**src/include/steer_pkg.sv**
```systemverilog
// package with register map, field positions and reset values for the pwm output steering block
package steer_pkg;

	// -----------------------------------------------------------------
	// register byte addresses
	// -----------------------------------------------------------------
	localparam logic [7:0] ccp_unit1_control_addr = 8'h00;
	localparam logic [7:0] ccp_unit2_control_addr = 8'h04;
	localparam logic [7:0] steering_control_addr  = 8'h08;
	localparam logic [7:0] pin_direction_addr     = 8'h0c;
	localparam logic [7:0] port_latch_addr        = 8'h10;
	localparam logic [7:0] steer_status_addr      = 8'h14;

	// -----------------------------------------------------------------
	// control register fields
	// -----------------------------------------------------------------
	localparam int         mode_lsb        = 0;
	localparam int         duty_lsb        = 4;
	localparam int         config_lsb      = 6;
	localparam logic [1:0] mode_pwm_upper  = 2'h3;
	localparam logic [1:0] config_single   = 2'h0;

	// -----------------------------------------------------------------
	// reset values
	// -----------------------------------------------------------------
	localparam logic [7:0] control_reset   = 8'h00;
	localparam logic [3:0] steer_reset     = 4'h1;
	localparam logic [3:0] direction_reset = 4'hf;
	localparam logic [3:0] latch_reset     = 4'h0;

	// -----------------------------------------------------------------
	// ahb-lite encodings
	// -----------------------------------------------------------------
	localparam logic [1:0] htrans_nonseq   = 2'h2;
	localparam logic [1:0] htrans_seq      = 2'h3;
	localparam logic [2:0] hsize_word      = 3'h2;

	typedef logic [3:0] pin_vec_type;

endpackage : steer_pkg

```
**src/design/steer_pin_cell.sv**
```systemverilog
// one output pin: steering select, polarity, shutdown and direction for a single pin
module steer_pin_cell (
	input  wire logic sys_clk_i,    // system clock
	input  wire logic reset_i,      // async reset, high
	input  wire logic steer_on_i,   // steering mode active
	input  wire logic steer_en_i,   // this pin's steer enable
	input  wire logic pwm_i,        // raw pwm waveform
	input  wire logic invert_i,     // polarity select for this pin
	input  wire logic shutdown_i,   // auto-shutdown active
	input  wire logic shut_level_i, // level a shut pin is forced to
	input  wire logic latch_i,      // port latch bit
	input  wire logic dir_out_i,    // direction bit (0 = output)
	output logic      pin_o,        // pin level
	output logic      pin_oe_o      // pin driver enable
);

	typedef struct packed {
		logic pin;
		logic oe;
	} cell_type;

	cell_type state;
	cell_type next_state;

	// -----------------------------------------------------------------
	// pin mux
	// -----------------------------------------------------------------
	// a pin not steered stays with the port latch so firmware keeps full control
	always_comb begin
		next_state     = state;
		next_state.oe  = ~dir_out_i;
		if (steer_on_i && steer_en_i) begin
			if (shutdown_i) begin
				next_state.pin = shut_level_i;           // [RULE5]
			end else begin
				next_state.pin = pwm_i ^ invert_i;       // [RULE2] [RULE3]
			end
		end else begin
			next_state.pin = latch_i;                   // [RULE7]
		end
	end

	always_ff @(posedge sys_clk_i or posedge reset_i) begin
		if (reset_i) begin
			state <= '0;
		end else begin
			state <= next_state;
		end
	end

	assign pin_o    = state.pin;
	assign pin_oe_o = state.oe;

endmodule : steer_pin_cell

```
**src/design/pwm_output_steering.sv**
```systemverilog
// pwm output steering stage: ahb-lite registers and four steered pwm pins
// Function
// (RULE1) steering applies only when the mode field upper bits are 11 and the output config field is 00.
// (RULE2) the same pwm waveform goes to every pin A to D whose steer enable bit is set.
// (RULE3) the mode field low two bits choose the output polarity of the steered pins.
// (RULE4) software sets a pin's direction bit to 0 so its driver is enabled.
// (RULE5) auto-shutdown still works in steering mode and only touches steered pins.
// (RULE6) software sets at least one steer enable bit to get any pwm output.
// (RULE7) a pin whose steer enable is clear carries the port latch value, not pwm.
//
// Our own choices: the AHB-Lite register port and the register offsets.
module pwm_output_steering
	import steer_pkg::*;
(
	input  wire logic                   sys_clk_i,    // system clock, 50 MHz
	input  wire logic                   reset_i,      // async reset, high
	input  wire logic                   hsel_i,       // ahb slave select
	input  wire logic [7:0]             haddr_i,      // ahb address
	input  wire logic [1:0]             htrans_i,     // ahb transfer type
	input  wire logic                   hwrite_i,     // ahb write
	input  wire logic [2:0]             hsize_i,      // ahb size
	input  wire logic [31:0]            hwdata_i,     // ahb write data
	input  wire logic                   hready_i,     // ahb bus ready
	output logic      [31:0]            hrdata_o,     // ahb read data
	output logic                        hreadyout_o,  // ahb slave ready
	output logic                        hresp_o,      // ahb response
	input  wire logic                   pwm_unit1_i,  // unit 1 pwm waveform
	input  wire logic                   pwm_unit2_i,  // unit 2 pwm waveform
	input  wire logic                   shutdown_i,   // auto-shutdown request
	output steer_pkg::pin_vec_type      pwm_pins_o,   // output pins A..D
	output steer_pkg::pin_vec_type      pwm_pins_oe_o // output enables A..D
);

	import steer_pkg::*;

	typedef struct packed {
		logic [7:0]  unit1_ctrl;
		logic [7:0]  unit2_ctrl;
		logic [3:0]  steer_en;
		logic [3:0]  direction;
		logic [3:0]  latch;
		logic        wr_pend;
		logic [7:0]  wr_addr;
		logic [31:0] rdata;
	} regs_type;

	regs_type r;
	regs_type next_r;

	logic        steer_on;
	logic [1:0]  polarity;
	logic        shut_level;
	logic [31:0] read_mux;
	logic        access;

	// -----------------------------------------------------------------
	// mode decode
	// -----------------------------------------------------------------
	// only unit 1 feeds the pins; unit 2 registers are kept for software
	assign steer_on = (r.unit1_ctrl[mode_lsb+3 -: 2] == mode_pwm_upper) &&
		(r.unit1_ctrl[config_lsb +: 2] == config_single);            // [RULE1]
	assign polarity = r.unit1_ctrl[mode_lsb +: 2];                     // [RULE3]
	// shut pins all go to polarity bit 0, the inactive level of pins B and D
	assign shut_level = polarity[0];                                    // [RULE5]

	// -----------------------------------------------------------------
	// ahb-lite slave, zero wait states
	// -----------------------------------------------------------------
	assign access = hsel_i && hready_i && (htrans_i == htrans_nonseq || htrans_i == htrans_seq);

	// read data registered in the address phase so hrdata comes from a flop
	always_comb begin
		read_mux = 32'h0;
		if (haddr_i == ccp_unit1_control_addr) begin
			read_mux = {24'h0, r.unit1_ctrl};
		end else if (haddr_i == ccp_unit2_control_addr) begin
			read_mux = {24'h0, r.unit2_ctrl};
		end else if (haddr_i == steering_control_addr) begin
			read_mux = {28'h0, r.steer_en};
		end else if (haddr_i == pin_direction_addr) begin
			read_mux = {28'h0, r.direction};
		end else if (haddr_i == port_latch_addr) begin
			read_mux = {28'h0, r.latch};
		end else if (haddr_i == steer_status_addr) begin
			read_mux = {27'h0, shutdown_i, pwm_pins_oe_o == 4'h0, steer_on, r.steer_en != 4'h0, pwm_unit1_i};
		end else begin
			read_mux = 32'h0;
		end
	end

	// register writes land in the data phase
	always_comb begin
		next_r         = r;
		next_r.wr_pend = access && hwrite_i;
		if (access) begin
			next_r.wr_addr = haddr_i;
		end
		if (access && !hwrite_i) begin
			next_r.rdata = read_mux;
		end
		if (r.wr_pend) begin
			if (r.wr_addr == ccp_unit1_control_addr) begin
				next_r.unit1_ctrl = hwdata_i[7:0];
			end else if (r.wr_addr == ccp_unit2_control_addr) begin
				next_r.unit2_ctrl = hwdata_i[7:0];
			end else if (r.wr_addr == steering_control_addr) begin
				next_r.steer_en = hwdata_i[3:0];      // [RULE6]
			end else if (r.wr_addr == pin_direction_addr) begin
				next_r.direction = hwdata_i[3:0];     // [RULE4]
			end else if (r.wr_addr == port_latch_addr) begin
				next_r.latch = hwdata_i[3:0];
			end
		end
	end

	always_ff @(posedge sys_clk_i or posedge reset_i) begin
		if (reset_i) begin
			r.unit1_ctrl <= control_reset;
			r.unit2_ctrl <= control_reset;
			r.steer_en   <= steer_reset;
			r.direction  <= direction_reset;
			r.latch      <= latch_reset;
			r.wr_pend    <= 1'b0;
			r.wr_addr    <= 8'h00;
			r.rdata      <= 32'h0;
		end else begin
			r <= next_r;
		end
	end

	assign hrdata_o    = r.rdata;
	assign hreadyout_o = 1'b1;
	assign hresp_o     = 1'b0;

	// -----------------------------------------------------------------
	// pin cells
	// -----------------------------------------------------------------
	// polarity bit 1 inverts A and C, bit 0 inverts B and D
	genvar i;
	generate
		for (i = 0; i < 4; i++) begin : g_pin
			steer_pin_cell u_cell (
				.sys_clk_i    (sys_clk_i),
				.reset_i      (reset_i),
				.steer_on_i   (steer_on),
				.steer_en_i   (r.steer_en[i]),               // [RULE2]
				.pwm_i        (pwm_unit1_i),
				.invert_i     (i % 2 == 0 ? polarity[1] : polarity[0]),
				.shutdown_i   (shutdown_i),
				.shut_level_i (shut_level),
				.latch_i      (r.latch[i]),
				.dir_out_i    (r.direction[i]),
				.pin_o        (pwm_pins_o[i]),
				.pin_oe_o     (pwm_pins_oe_o[i])
			);
		end
	endgenerate

endmodule : pwm_output_steering

```
**config.mk**
```make
export PLATFORM = sky130hd
export DESIGN_NAME = pwm_output_steering
export DESIGN_NICKNAME = d
export VERILOG_FILES = /design/src/include/steer_pkg.sv /design/src/design/steer_pin_cell.sv /design/src/design/pwm_output_steering.sv
export SDC_FILE = /design/constraint.sdc
export NUM_CORES = 1
export LEC_CHECK = 0
export ABC_AREA = 1
export BUFFER_PORTS_ARGS = -buffer_cell sky130_fd_sc_hd__buf_2
export CAP_MARGIN = 0
export CORE_UTILIZATION = 50
export DETAILED_ROUTE_END_ITERATION = 12
export HOLD_SLACK_MARGIN = 0.03
export PLACE_DENSITY = 0.79
export SYNTH_ARGS = -nofsm -noshare
export SYNTH_HDL_FRONTEND = slang
export SYNTH_HIERARCHICAL = 1
export SYNTH_SLANG_ARGS = --single-unit
```
**constraint.sdc**
```tcl
create_clock -name sys_clk_i -period 1.9 [get_ports sys_clk_i]
set_input_delay 0.38 -clock sys_clk_i [delete_from_list [all_inputs] [get_ports sys_clk_i]]
set_output_delay 0.38 -clock sys_clk_i [all_outputs]
set_load 0.1 [all_outputs]
```
**After elaboration in Yosys (flattened, before gate mapping)**

Index checks and enable logic that the tools add are counted.

- Register bits after elaboration: 77
- Latch bits: 0
- Bits in writable memories: 0
- ROM bits: 0
- Bits of input ports: 53
- Output and inout port bits: 42
- Word-level logic and storage cells: 71
- Memories kept: 0

- $add $sub $neg: 0
- Multipliers: 0
- Div/mod/pow operators: 0
- Order comparisons: 0
- Equality and inequality tests: 12
- Shifts and indexed selects: 0
- Multiplexer cells: 12
- Bitwise gates (word level): 10
- Reduce and logical (&&, ||, !) cells: 21

Operators with widths:

| kind | count |
|---|---|
| $eq 8x4->1 const B | 4 |
| $eq 8x5->1 const B | 3 |
| $mux 5 | 4 |
| $eq 8x3->1 const B | 2 |
| $logic_not 8->1 | 2 |
| $mux 8 | 2 |
| $logic_and 1x1->1 | 9 |
| $not 1->1 | 8 |
| $eq 2x2->1 const B | 3 |
| $mux 1 | 6 |
| $reduce_and 6->1 | 1 |
| $reduce_and 5->1 | 1 |
| $logic_not 4->1 | 1 |
| $reduce_and 4->1 | 1 |
| $reduce_bool 4->1 | 1 |
| $reduce_and 3->1 | 1 |
| $logic_not 2->1 | 1 |
| $reduce_and 2->1 | 1 |
| $xor 1x1->1 | 2 |
| $logic_not 1->1 | 1 |
| $logic_or 1x1->1 | 1 |

**Longest topological paths before layout**

Gate-level depths: netlist of run 1.

- Word-level depth: 8
- Gate-level depth with buffers: 9
- Mapped depth without buffers: 9

**By module**

The synthesis of run 1 kept the hierarchy.

Modules (own cells, without submodules):

| module | instances | cells an instance | area each (µm²) |
|---|---|---|---|
| pwm_output_steering | 1 | 291 | 2,404.8 |
| steer_pin_cell | 4 | 16 | 103.8 |

**Worst setup path before layout of run 1**

No wires, ideal clock.

- Path kind: register to register
- Start point: reg g_pin[3].u_cell.state (netlist bit g_pin[3].u_cell/pin_oe_o)
- End point: reg r (netlist bit hrdata_o[3])
- Arrival: 1.501 ns
- Path slack: 0.283 ns
- Cell stages (with the launch flop): 9
- Buffers on the path: 0
- Cell sequence: dfrtp_1 > nor2_1 > and2_0 > nand3_1 > nand2_1 > nor2_1 > nand4_1 > nand2_1 > nand2_1

- Word-level cells in the longest chain between the ends: 7

Ends and longest elaborated chain:

| item | line | text |
|---|---|---|
| from (decl) | steer_pin_cell.sv:22 | `cell_type state;` |
| from (signal assigned) | steer_pin_cell.sv:47 | `state <= next_state;` |
| $logic_not 4->1 | pwm_output_steering.sv:85 | `read_mux = {27'h0, shutdown_i, pwm_pins_oe_o == 4'h0, steer_on, r.steer_en != 4'h0, pwm_unit1_i};` |
| $mux 5 | pwm_output_steering.sv:84 | `end else if (haddr_i == steer_status_addr) begin` |
| $mux 5 | pwm_output_steering.sv:82 | `end else if (haddr_i == port_latch_addr) begin` |
| $mux 5 | pwm_output_steering.sv:80 | `end else if (haddr_i == pin_direction_addr) begin` |
| $mux 5 | pwm_output_steering.sv:78 | `end else if (haddr_i == steering_control_addr) begin` |
| $mux 8 | pwm_output_steering.sv:76 | `end else if (haddr_i == ccp_unit2_control_addr) begin` |
| $mux 8 | pwm_output_steering.sv:74 | `if (haddr_i == ccp_unit1_control_addr) begin` |
| to (signal assigned) | pwm_output_steering.sv:127 | `r <= next_r;` |
| to (decl) | pwm_output_steering.sv:47 | `regs_type r;` |

No other way between the ends.
A chain may end at the register's enable or synchronous reset.

**Worst setup path after layout of run 1**

- Start point: reg r[33] (netlist bit)
- End point: reg r[65] (netlist bit)

- Word-level cells in the longest chain between the ends: 2

Ends and longest elaborated chain:

| item | line | text |
|---|---|---|
| $logic_not 8->1 | pwm_output_steering.sv:102 | `if (r.wr_addr == ccp_unit1_control_addr) begin` |
| $reduce_and 2->1 (no line) | - |  |

No other way between the ends.

==> run summary, run 1 <==
==============================================================================
Seq/Total Area, Yosys                                                    0.472
Fin util                                                                 0.589
Vias in the first global route                                           2,157
Type of the tightest min-delay check                                 in -> reg
Site row count                                                              26
Total of warnings raised by yosys                                            6
Post-Place Worst Slack                                                0.270 ns
CP arrival                                                             1.81 ns
Number of nets with antenna violations after routing                         0
Total clock buffers created by CTS                                           5
Final instance count without filler cells                                  466
Die Footprint                                                       5940 sq um
Detailed Route Iter0 Violations                                            220
Final worst clock skew                                              0.00644 ns
Post-cts resize count                                                        0
Leading cell types by total area after synthesis                  sky130_fd_sc_hd__dfrtp_1, sky130_fd_sc_hd__nand2_1, sky130_fd_sc_hd__buf_4
Routed Wire Length                                                     5500 um
Setup WS post-layout                                                  0.283 ns
Reported leakage power                                                 1.77 nW
Slowest Stage Delay on Critical Path                                   0.39 ns
Slew Limit Headroom                                                      0.618
Crit path time final                                                   1.62 ns
Drt pass-1 iters                                                             4
Synthesized area per cell                                           7.94 sq um
Cell with the largest stage delay on the worst path               sky130_fd_sc_hd__dfrtp_1
Largest voltage drop on the vdd net                                     567 uV
Yosys reg bits                                                              53
Largest net degree at the start of global routing                           46
Number of flops mapped to enable cells by yosys                              0
Share of synthesized registers carrying an async set or reset             1.00
Clock tree from TritonCTS                                                built
Worst Path Class, Setup                                             reg -> reg
Leading post-synthesis cells by instance count                    sky130_fd_sc_hd__nand2_1, sky130_fd_sc_hd__dfrtp_1, sky130_fd_sc_hd__inv_1, sky130_fd_sc_hd__buf_4, sky130_fd_sc_hd__nor2_1
Total congestion overflow after global routing                               0
Synthesized instance count                                                 355
Most used flip-flop cell after synthesis                          sky130_fd_sc_hd__dfrtp_1
Number of levels in the clock H-tree                                         2
Period utilisation layout                                                0.851
Kind of launch point of the worst setup path                              flop
Clock tree root buffer cell                                       sky130_fd_sc_hd__clkbuf_8
Placed instance count                                                      457
Global-route usage over all layers                                       0.209
Post-DR wirelength/cell                                                11.8 um
DRC viols                                                                    0
Number of nets in the layout                                               448
Most used standard cell by instance count after synthesis         sky130_fd_sc_hd__nand2_1
Initial antenna violation count                                              0
Fraction of layout cells with a size suffix above 1                      0.199
Tightest Pin Transition                                               0.573 ns
Critical path cell sequence                                       or2_4, nor3_4, nand3b_2, nand2_1, o21ai_2
Port buffer count                                                           39
Setup fix buffers added after clock tree synthesis                           0
Final setup violation count                                                  0
Run status                                                        finished, final reports clean
Largest fanout on the critical path                                         16
Number of inserted diodes                                                    0
Achievable frequency                                                 0.618 GHz
Global placer's final weighted congestion                                0.850
Data required time of the critical path                                2.10 ns
Post-Syn Area                                                       2820 sq um
Global-route wire length before repair                                 9640 um
Longest Clk Path Bufs                                                        2
Unrepaired setup endpoints after global routing                             no
Crit end category                                                         flop
Clk slew on worst S/H paths                                            0.09 ns
Yosys top cell by area                                            sky130_fd_sc_hd__dfrtp_1
Initial Utilization                                                      0.535
Final hold viol count                                                        0
Placed wire-length estimate                                            3960 um
Power density over the cells                                      1070 nW/um^2
Unique cell type count in the Yosys netlist                                 26
Die outline height                                                     77.1 um
Number of max-capacitance violations reported                                0
I/O pin total                                                               95
Num Clock Sinks                                                             53
Worst hold slack                                                      0.299 ns
Proportion of netlist area held by the largest area contributor          0.426
Width of the chip                                                      77.1 um
Core Box Area                                                       5270 sq um
Vias/cell                                                                 4.93
Final number of max-transition violations                                    0
Routed vias                                                              2,297
Worst-skew pair later-pin latency                                      0.31 ns
Hold-fix buffers at CTS                                                      1
Setup TNS Final                                                           0 ns
Relative area change from synthesis to final layout                      10.0%
==============================================================================
-- critical path, delay by kind of cell (launching register included) --
kind	cells	cell delay [ns]
AO/OA/AOI/OAI	1	0.07
flip-flops	1	0.39
AND/OR/NAND/NOR	4	1.05
-- flip-flops by register name, summed over array words and instances (netlist names) --
| register | count |
|---|---|
| r | 35 |
| g_pin.u_cell/pin_o | 4 |
| polarity | 2 |
| g_pin.u_cell/pin_oe_o | 4 |
| hrdata_o | 8 |
-- routing by layer --
layer / vias to the layer above / GRT usage / part of all wire
met4: 0 / 0.109 / 0.029
li1: 1134 / - / -
met3: 15 / 0.0429 / 0.053
met1: 1075 / 0.252 / 0.41
met2: 73 / 0.350 / 0.51
met5: - / 0 / 0
-- through the flow --
step / area, sq um / power (mW)
2_1_floorplan: 2910 / 2.35
3_3_place_gp: 2960 / 2.43
3_5_place_dp: 2960 / 2.46
4_1_cts: 3100 / 3.35
5_1_grt: 3100 / 3.50
6_report: 3100 / 3.33
-- layout by cell type (no fill, tap or decap) --
master,n
sky130_fd_sc_hd__nor3_1,3
sky130_fd_sc_hd__o21ai_1,4
sky130_fd_sc_hd__nor3_4,1
sky130_fd_sc_hd__conb_1,26
sky130_fd_sc_hd__nand3_1,26
sky130_fd_sc_hd__nand2_1,94
sky130_fd_sc_hd__clkinv_2,1
sky130_fd_sc_hd__o21ai_2,12
sky130_fd_sc_hd__nor2_1,29
sky130_fd_sc_hd__buf_4,8
sky130_fd_sc_hd__buf_2,39
sky130_fd_sc_hd__nand4_1,5
sky130_fd_sc_hd__clkbuf_8,5
sky130_fd_sc_hd__dlygate4sd3_1,1
sky130_fd_sc_hd__nor4_1,2
sky130_fd_sc_hd__clkinv_1,1
sky130_fd_sc_hd__o21ai_0,23
sky130_fd_sc_hd__nand3b_2,1
sky130_fd_sc_hd__or2_4,1
sky130_fd_sc_hd__dfrtp_1,48
sky130_fd_sc_hd__bufinv_16,2
sky130_fd_sc_hd__inv_1,47
sky130_fd_sc_hd__nor2_2,1
sky130_fd_sc_hd__dfstp_2,5
sky130_fd_sc_hd__and2_0,1
sky130_fd_sc_hd__a21oi_1,7
sky130_fd_sc_hd__nor2_4,1
sky130_fd_sc_hd__nand3_2,2
-- report_power, final --
group / switching [mW] / internal, mW / total, mW / leakage [nW]
combinational: 0.784 / 0.200 / 0.984 / 1.12
clock: 0.367 / 0.523 / 0.890 / 0.0681
sequential: 0.141 / 1.31 / 1.46 / 0.582
-- cells by family after synthesis --
| family | after synthesis | share of synthesized area |
|---|---|---|
| buffers and inverters | 87 | 0.168 |
| AND/OR/NAND/NOR | 167 | 0.259 |
| AO/OA/AOI/OAI | 46 | 0.0976 |
| flip-flops | 53 | 0.472 |
| other | 2 | 0.00266 |
-- worst paths after layout --
path,start,end,slack (ns),cells after the start
worst max register to register,r[33],r[65],0.28,5
max in group asynchronous,reset_i,r[68],0.69,4
worst max-delay path,r[33],r[65],0.28,5
worst min-delay path,hwrite_i,r[40],0.30,3
min in group asynchronous,reset_i,g_pin[2].u_cell/pin_oe_o,0.51,3
worst min register to register,r[45],g_pin[0].u_cell/pin_oe_o,0.45,1
-- cell type report --
class                           instances  area (sq um)
Sequential cell                        53          1330
Clock buffer                            5          68.8
Inverter                               48           180
Multi-Input combinational cell        239          1100
Clock inverter                          3          65.1
Tap cell                               70          87.6
Fill cell                             489          2170
Timing Repair Buffer                   48           265
(Power assumes the default switching activity.)
==> run 2, diff against run 1 <==
--- a/config.mk
+++ b/config.mk
@@ -8,6 +8,7 @@
 export ABC_AREA = 1
 export BUFFER_PORTS_ARGS = -buffer_cell sky130_fd_sc_hd__buf_2
 export CAP_MARGIN = 0
+export CORE_MARGIN = 5
 export CORE_UTILIZATION = 50
 export DETAILED_ROUTE_END_ITERATION = 12
 export HOLD_SLACK_MARGIN = 0.03
==> run 2 against run 1 <==
Effect of this change:
- critical path depth is the same
- flip-flop and latch count is the same
- maximum frequency grew 3.2%
- register-to-register slack gained 0.05 ns
- largest power group unchanged
- final cell count shrank 0.21%
- design area shrank 0.65%
- total power grew 0.13%
- worst hold slack lost 0.0017 ns
- die area grew 22%
- critical endpoint is now r[68]
- sequential share of layout area grew 0.28 points
==> run summary, run 2 (synthesis gave the netlist of run 1 again) <==
=========================================================================
Fraction of layout cells with a size suffix above 1                 0.193
Number of nets with antenna violations after routing                    0
Routed vias                                                         2,246
Most used cells in the layout excluding fill and tap cells   sky130_fd_sc_hd__nand2_1, sky130_fd_sc_hd__dfrtp_1, sky130_fd_sc_hd__inv_1
Hold-fix buffers at CTS                                                 1
Post-cts resize count                                                   0
Core Box Area                                                  5510 sq um
Vias/cell                                                            4.83
CP arrival                                                        1.76 ns
Site row count                                                         27
Final hold viol count                                                   0
Minimum setup slack among reg-to-reg paths                        0.33 ns
Data required time of the critical path                           2.10 ns
Crit end category                                                    flop
Count of fill cells added during filler insertion                     529
Cell with the largest stage delay on the worst path          sky130_fd_sc_hd__dfrtp_1
Final number of max-transition violations                               0
Largest voltage drop on the vdd net                                493 uV
Setup TNS Final                                                      0 ns
Longest Clk Path Bufs                                                   2
Number of nets in the layout                                          445
Num Clock Sinks                                                        53
Worst Path Class, Setup                                        reg -> reg
Final setup violation count                                             0
Setup fix buffers added after clock tree synthesis                      0
Power density over the cells                                 1080 nW/um^2
I/O pin total                                                          95
Port buffer count                                                      39
Achievable frequency                                            0.638 GHz
Post-DR wirelength/cell                                           12.4 um
Total congestion overflow after global routing                          0
Unrepaired setup endpoints after global routing                        no
Number of inserted diodes                                               0
Global-route usage over all layers                                  0.168
Clock tree root buffer cell                                  sky130_fd_sc_hd__clkbuf_8
Relative area change from synthesis to final layout                 9.32%
Global placer's final weighted congestion                           0.859
Crit path time final                                              1.57 ns
Die outline height                                                85.1 um
Drt pass-1 iters                                                        4
Vias in the first global route                                      2,079
Detailed Route Iter0 Violations                                       202
Routed Wire Length                                                5760 um
Slew Limit Headroom                                                 0.568
Number of levels in the clock H-tree                                    2
Initial Utilization                                                 0.512
Critical path cell sequence                                  or2_4, nor3_4, nand3b_2, nand2_1, o21ai_2
DRC viols                                                               0
Largest net degree at the start of global routing                      46
Setup WS post-layout                                             0.333 ns
Placed wire-length estimate                                       4260 um
Clk slew on worst S/H paths                                       0.09 ns
Most common cell after layout, fill and taps aside           sky130_fd_sc_hd__nand2_1
Die Footprint                                                  7240 sq um
Kind of launch point of the worst setup path                         flop
Worst-skew pair later-pin latency                                 0.31 ns
Largest fanout on the critical path                                    16
Tightest Pin Transition                                          0.643 ns
Reported leakage power                                            1.76 nW
Clock tree from TritonCTS                                           built
Run status                                                   finished, final reports clean
Width of the chip                                                 85.1 um
Total clock buffers created by CTS                                      5
Post-Place Worst Slack                                           0.334 ns
Largest register by flop count                                          r
Max reg flops                                                          35
Slowest Stage Delay on Critical Path                              0.39 ns
Initial antenna violation count                                         0
Number of max-capacitance violations reported                           0
Global-route wire length before repair                            9540 um
Type of the tightest min-delay check                            in -> reg
Final worst clock skew                                         0.00569 ns
Worst hold slack                                                 0.297 ns
Period utilisation layout                                           0.825
=========================================================================
run 2: final timing paths:
| check | startpoint | endpoint | cells past startpoint |
|---|---|---|---|
| worst max register to register | r[33] | r[68] | 5 |
| worst min-delay path | hwrite_i | r[40] | 3 |
| max in group asynchronous | reset_i | r[47] | 4 |
| worst min register to register | r[48] | g_pin[3].u_cell/pin_oe_o | 1 |
| min in group asynchronous | reset_i | g_pin[2].u_cell/pin_o | 3 |
| worst max-delay path | r[33] | r[68] | 5 |
run 2: critical path, delay by kind of cell, from the launching register on:
kind	cells	cell delay, ns
and+or+nand+nor	4	1.01
DFF	1	0.39
AOI/OAI and AO/OA	1	0.06
run 2: final cells by class:
| class | instances | area, sq um | share of cell area |
|---|---|---|---|
| clock buffers | 5 | 68.8 | 0.0223 |
| clock inverters | 3 | 65.1 | 0.0211 |
| inverters | 48 | 180 | 0.0584 |
| multi-input cells | 239 | 1100 | 0.358 |
| flip-flops and latches | 53 | 1330 | 0.432 |
| well taps | 72 | 90.1 | 0.0292 |
| repair buffers | 45 | 243 | 0.0787 |
run 2: metal layers:
metal | routed length [um] | GRT usage | vias up
li1 | - | - | 1133
met4 | 116 | 0.0734 | 0
met1 | 2330 | 0.200 | 1025
met5 | 0 | 0 | -
met2 | 2880 | 0.287 | 80
met3 | 442 | 0.0398 | 8
run 2: per-stage QoR:
| stage | instances | instance area, sq um | total power [mW] | utilization |
|---|---|---|---|---|
| detailed placement | 456 | 2940 | 2.46 | 0.534 |
| CTS | 465 | 3080 | 3.35 | 0.560 |
| floorplan | 379 | 2910 | 2.35 | - |
| finish | 465 | 3080 | 3.33 | 0.560 |
| global placement | 456 | 2940 | 2.43 | 0.534 |
| global route | 465 | 3080 | 3.50 | 0.560 |
run 2: report_power, final:
group | switching [mW] | leakage [nW] | total, mW | internal, mW
combinational | 0.785 | 1.11 | 0.981 | 0.196
clock | 0.371 | 0.0681 | 0.895 | 0.523
sequential | 0.143 | 0.582 | 1.46 | 1.31
==> run 3, diff against run 2 <==
--- a/config.mk
+++ b/config.mk
@@ -5,14 +5,14 @@
 export SDC_FILE = /design/constraint.sdc
 export NUM_CORES = 1
 export LEC_CHECK = 0
-export ABC_AREA = 1
+export ABC_AREA = 0
 export BUFFER_PORTS_ARGS = -buffer_cell sky130_fd_sc_hd__buf_2
 export CAP_MARGIN = 0
 export CORE_MARGIN = 5
-export CORE_UTILIZATION = 50
+export CORE_UTILIZATION = 45
 export DETAILED_ROUTE_END_ITERATION = 12
 export HOLD_SLACK_MARGIN = 0.03
-export PLACE_DENSITY = 0.79
+export PLACE_DENSITY = 0.76
 export SYNTH_ARGS = -nofsm -noshare
 export SYNTH_HDL_FRONTEND = slang
 export SYNTH_HIERARCHICAL = 1
==> constraint.sdc (replaced) <==
create_clock -name sys_clk_i -period 1.35 [get_ports sys_clk_i]
set_input_delay 0.27 -clock sys_clk_i [delete_from_list [all_inputs] [get_ports sys_clk_i]]
set_output_delay 0.27 -clock sys_clk_i [all_outputs]
set_load 0.1 [all_outputs]
==> run 3 against run 2 <==
Effect of this change:
- total power grew 15%
- setup slack lost 1.1 ns
- die area grew 6.4%
- clock skew grew 0.0046 ns
- via count shrank 16%
- worst hold slack lost 0.10 ns
- the run now ends with negative setup slack left
==> run summary, run 3 <==
==============================================================================
Final worst clock skew                                               0.0103 ns
Crit path time final                                                   2.11 ns
Number of nets in the layout                                               351
Unrepaired setup endpoints after global routing                            yes
Final setup violation count                                                 32
CP dominant cell by count                                         sky130_fd_sc_hd__buf_6
Type of the tightest min-delay check                                 in -> reg
Relative area change from synthesis to final layout                      29.0%
Number of max-capacitance violations reported                                0
Largest register by flop count                                               r
Width of the chip                                                      87.8 um
Hold path depth                                                              2
Slowest Stage Delay on Critical Path                                   0.53 ns
Initial Utilization                                                      0.460
Total congestion overflow after global routing                               0
Routed Wire Length                                                     5980 um
Placed wire-length estimate                                            4440 um
Vias/cell                                                                 5.07
Number of levels in the clock H-tree                                         2
Post-DR wirelength/cell                                                16.0 um
Synthesized area per cell                                           11.3 sq um
Period utilisation layout                                                 1.56
Fraction of layout cells with a size suffix above 1                      0.455
Critical R2R Capture                                                     r[46]
Proportion of netlist area held by the largest area contributor          0.441
Max reg flops                                                               35
Most used standard cell by instance count after synthesis         sky130_fd_sc_hd__dfrtp_1
Most common cell after layout, fill and taps aside                sky130_fd_sc_hd__dfrtp_1
Number of flops mapped to enable cells by yosys                              0
Critical path cell sequence                                       or4_4, buf_4, buf_6, buf_6, nor3_4, and3_4, mux2_4
Final hold viol count                                                        0
CP arrival                                                             2.35 ns
Most used flip-flop cell after synthesis                          sky130_fd_sc_hd__dfrtp_1
Global-route wire length before repair                                 9810 um
Initial antenna violation count                                              0
R2R depth                                                                    7
Final number of max-transition violations                                    0
CP delay by family, top                                           simple AND/OR/NAND/NOR gates
Routed vias                                                              1,895
Share of synthesized registers carrying an async set or reset             1.00
Seq/Total Area, Yosys                                                    0.489
Violations in the final reports                                   negative setup slack
Largest net degree at the start of global routing                           46
Worst-skew pair later-pin latency                                      0.32 ns
Post-Syn Area                                                       2720 sq um
Site row count                                                              28
Final design instance area without fill                             3510 sq um
Area post-placement                                                 3240 sq um
Yosys reg bits                                                              53
Leading cell types by total area after synthesis                  sky130_fd_sc_hd__dfrtp_1, sky130_fd_sc_hd__mux2_2, sky130_fd_sc_hd__buf_4
Global-route usage over all layers                                       0.167
Yosys top cell by area                                            sky130_fd_sc_hd__dfrtp_1
Drt pass-1 iters                                                             4
Worst Path Class, Setup                                             reg -> reg
Vias in the first global route                                           1,968
Worst path bufs/invs                                                         3
Unique cell type count in the Yosys netlist                                 40
Number of inserted diodes                                                    0
Setup TNS Final                                                      -19.27 ns
Kind of launch point of the worst setup path                              flop
Number of nets with antenna violations after routing                         0
Die Footprint                                                       7710 sq um
Detailed Route Iter0 Violations                                            138
Longest Clk Path Bufs                                                        2
Core Box Area                                                       5920 sq um
Leading post-synthesis cells by instance count                    sky130_fd_sc_hd__dfrtp_1, sky130_fd_sc_hd__mux2_2, sky130_fd_sc_hd__buf_4, sky130_fd_sc_hd__nand2_1, sky130_fd_sc_hd__mux2i_1
Reported leakage power                                                 1.64 nW
Die outline height                                                     87.8 um
I/O pin total                                                               95
Clock tree root buffer cell                                       sky130_fd_sc_hd__clkbuf_8
Crit end category                                                         flop
Run status                                                        finished, violations left
Data required time of the critical path                                1.59 ns
Largest fanout on the critical path                                          4
Synthesized instance count                                                 241
Cell with the largest stage delay on the worst path               sky130_fd_sc_hd__or4_4
Power density over the cells                                      1090 nW/um^2
Setup WS post-layout                                                 -0.758 ns
Achievable frequency                                                 0.474 GHz
Clk slew on worst S/H paths                                            0.09 ns
Total clock buffers created by CTS                                           5
Critical register-to-register path startpoint                            r[38]
Terminating pin of the worst hold path                                   r[58]
Most used cells in the layout excluding fill and tap cells        sky130_fd_sc_hd__dfrtp_1, sky130_fd_sc_hd__mux2_2, sky130_fd_sc_hd__conb_1
Largest voltage drop on the vdd net                                     598 uV
Clock tree from TritonCTS                                                built
Total of warnings raised by yosys                                            6
Global placer's final weighted congestion                                0.863
Minimum setup slack among reg-to-reg paths                            -0.76 ns
DRC viols                                                                    0
Beginning of the worst hold path                                   hwdata_i[5]
Num Clock Sinks                                                             53
Port buffer count                                                           39
==============================================================================
run 3: cell count changes in the layout (fill, tap and decap cells not counted), moves of 10 or more:
cell and change:
sky130_fd_sc_hd__nand2_1 -81, sky130_fd_sc_hd__inv_1 -35, sky130_fd_sc_hd__mux2_2 +27, sky130_fd_sc_hd__nand3_1 -23, sky130_fd_sc_hd__nor2_1 -21, sky130_fd_sc_hd__o21ai_0 -19, sky130_fd_sc_hd__buf_4 +17, sky130_fd_sc_hd__buf_2 -16
sky130_fd_sc_hd__buf_12 +14, sky130_fd_sc_hd__mux2i_1 +14, sky130_fd_sc_hd__o21ai_2 -12, sky130_fd_sc_hd__mux2_4 +10
run 3: power by group:
| group | switching [mW] | internal [mW] | total, mW |
|---|---|---|---|
| Combinational | 0.733 | 0.354 | 1.09 |
| Sequential | 0.125 | 1.73 | 1.86 |
| Clock | 0.523 | 0.366 | 0.889 |
| Total | 1.38 | 2.45 | 3.83 |
run 3: final cells by class:
cell class,instances,area [sq um]
clock inverters,2,15.0
multi-input cells,158,1290
fillers,470,2410
flip-flops and latches,53,1350
inverters,12,45.0
clock buffers,6,72.6
well taps,75,93.8
repair buffers,68,653
run 3: metal layers:
metal	routed length, um	part of all wire	track usage	vias to the layer above
li1	-	-	-	884
met4	143	0.024	0.0516	0
met3	326	0.055	0.0329	11
met2	3090	0.52	0.293	53
met1	2420	0.40	0.206	947
met5	0	0	0	-
run 3: what timing repair did:
item / 4_1_cts / 5_1_grt
setup buffers: 4 / 2
gates resized for setup: 26 / 8
hold buffers: 1 / 0
hold endpoints to repair: 8 / 0
endpoints found under the setup margin: 36 / 38
pin swaps: 4 / 3
run 3: logic make-up (layout without fill, tap and decap cells):
group	count (synthesis)	count (layout)	synth area share
XOR/XNOR	4	4	0.0129
AO/OA/AOI/OAI	23	23	0.0574
buffers and inverters	54	88	0.121
other	2	26	0.00276
AND/OR/NAND/NOR	54	54	0.112
multiplexers	51	51	0.204
flip-flops	53	53	0.489
run 3: how the worst max path moves through the flow:
| stage | from | end | slack [ns] | cells after the start |
|---|---|---|---|---|
| final | r[38] | r[46] | -0.76 | 7 |
| after global routing | r[38] | r[60] | -0.79 | 5 |
| after CTS | r[38] | r[57] | -0.74 | 5 |
| after detailed placement | r[38] | r[50] | -0.79 | 4 |
| after global placement | r[38] | r[50] | -0.71 | 4 |
| after floorplan | r[38] | r[53] | -0.72 | 4 |
run 3: per-stage QoR:
step	setup slack, ns	hold slack, ns	power, mW	std cells	utilization
detailed placement	-0.787	0.167	2.88	359	0.547
global route	-0.793	0.191	4.00	374	0.594
CTS	-0.744	0.188	3.83	372	0.586
global placement	-0.715	0.164	2.86	359	0.547
finish	-0.758	0.196	3.83	374	0.594
floorplan	-0.717	0.0112	2.68	265	-
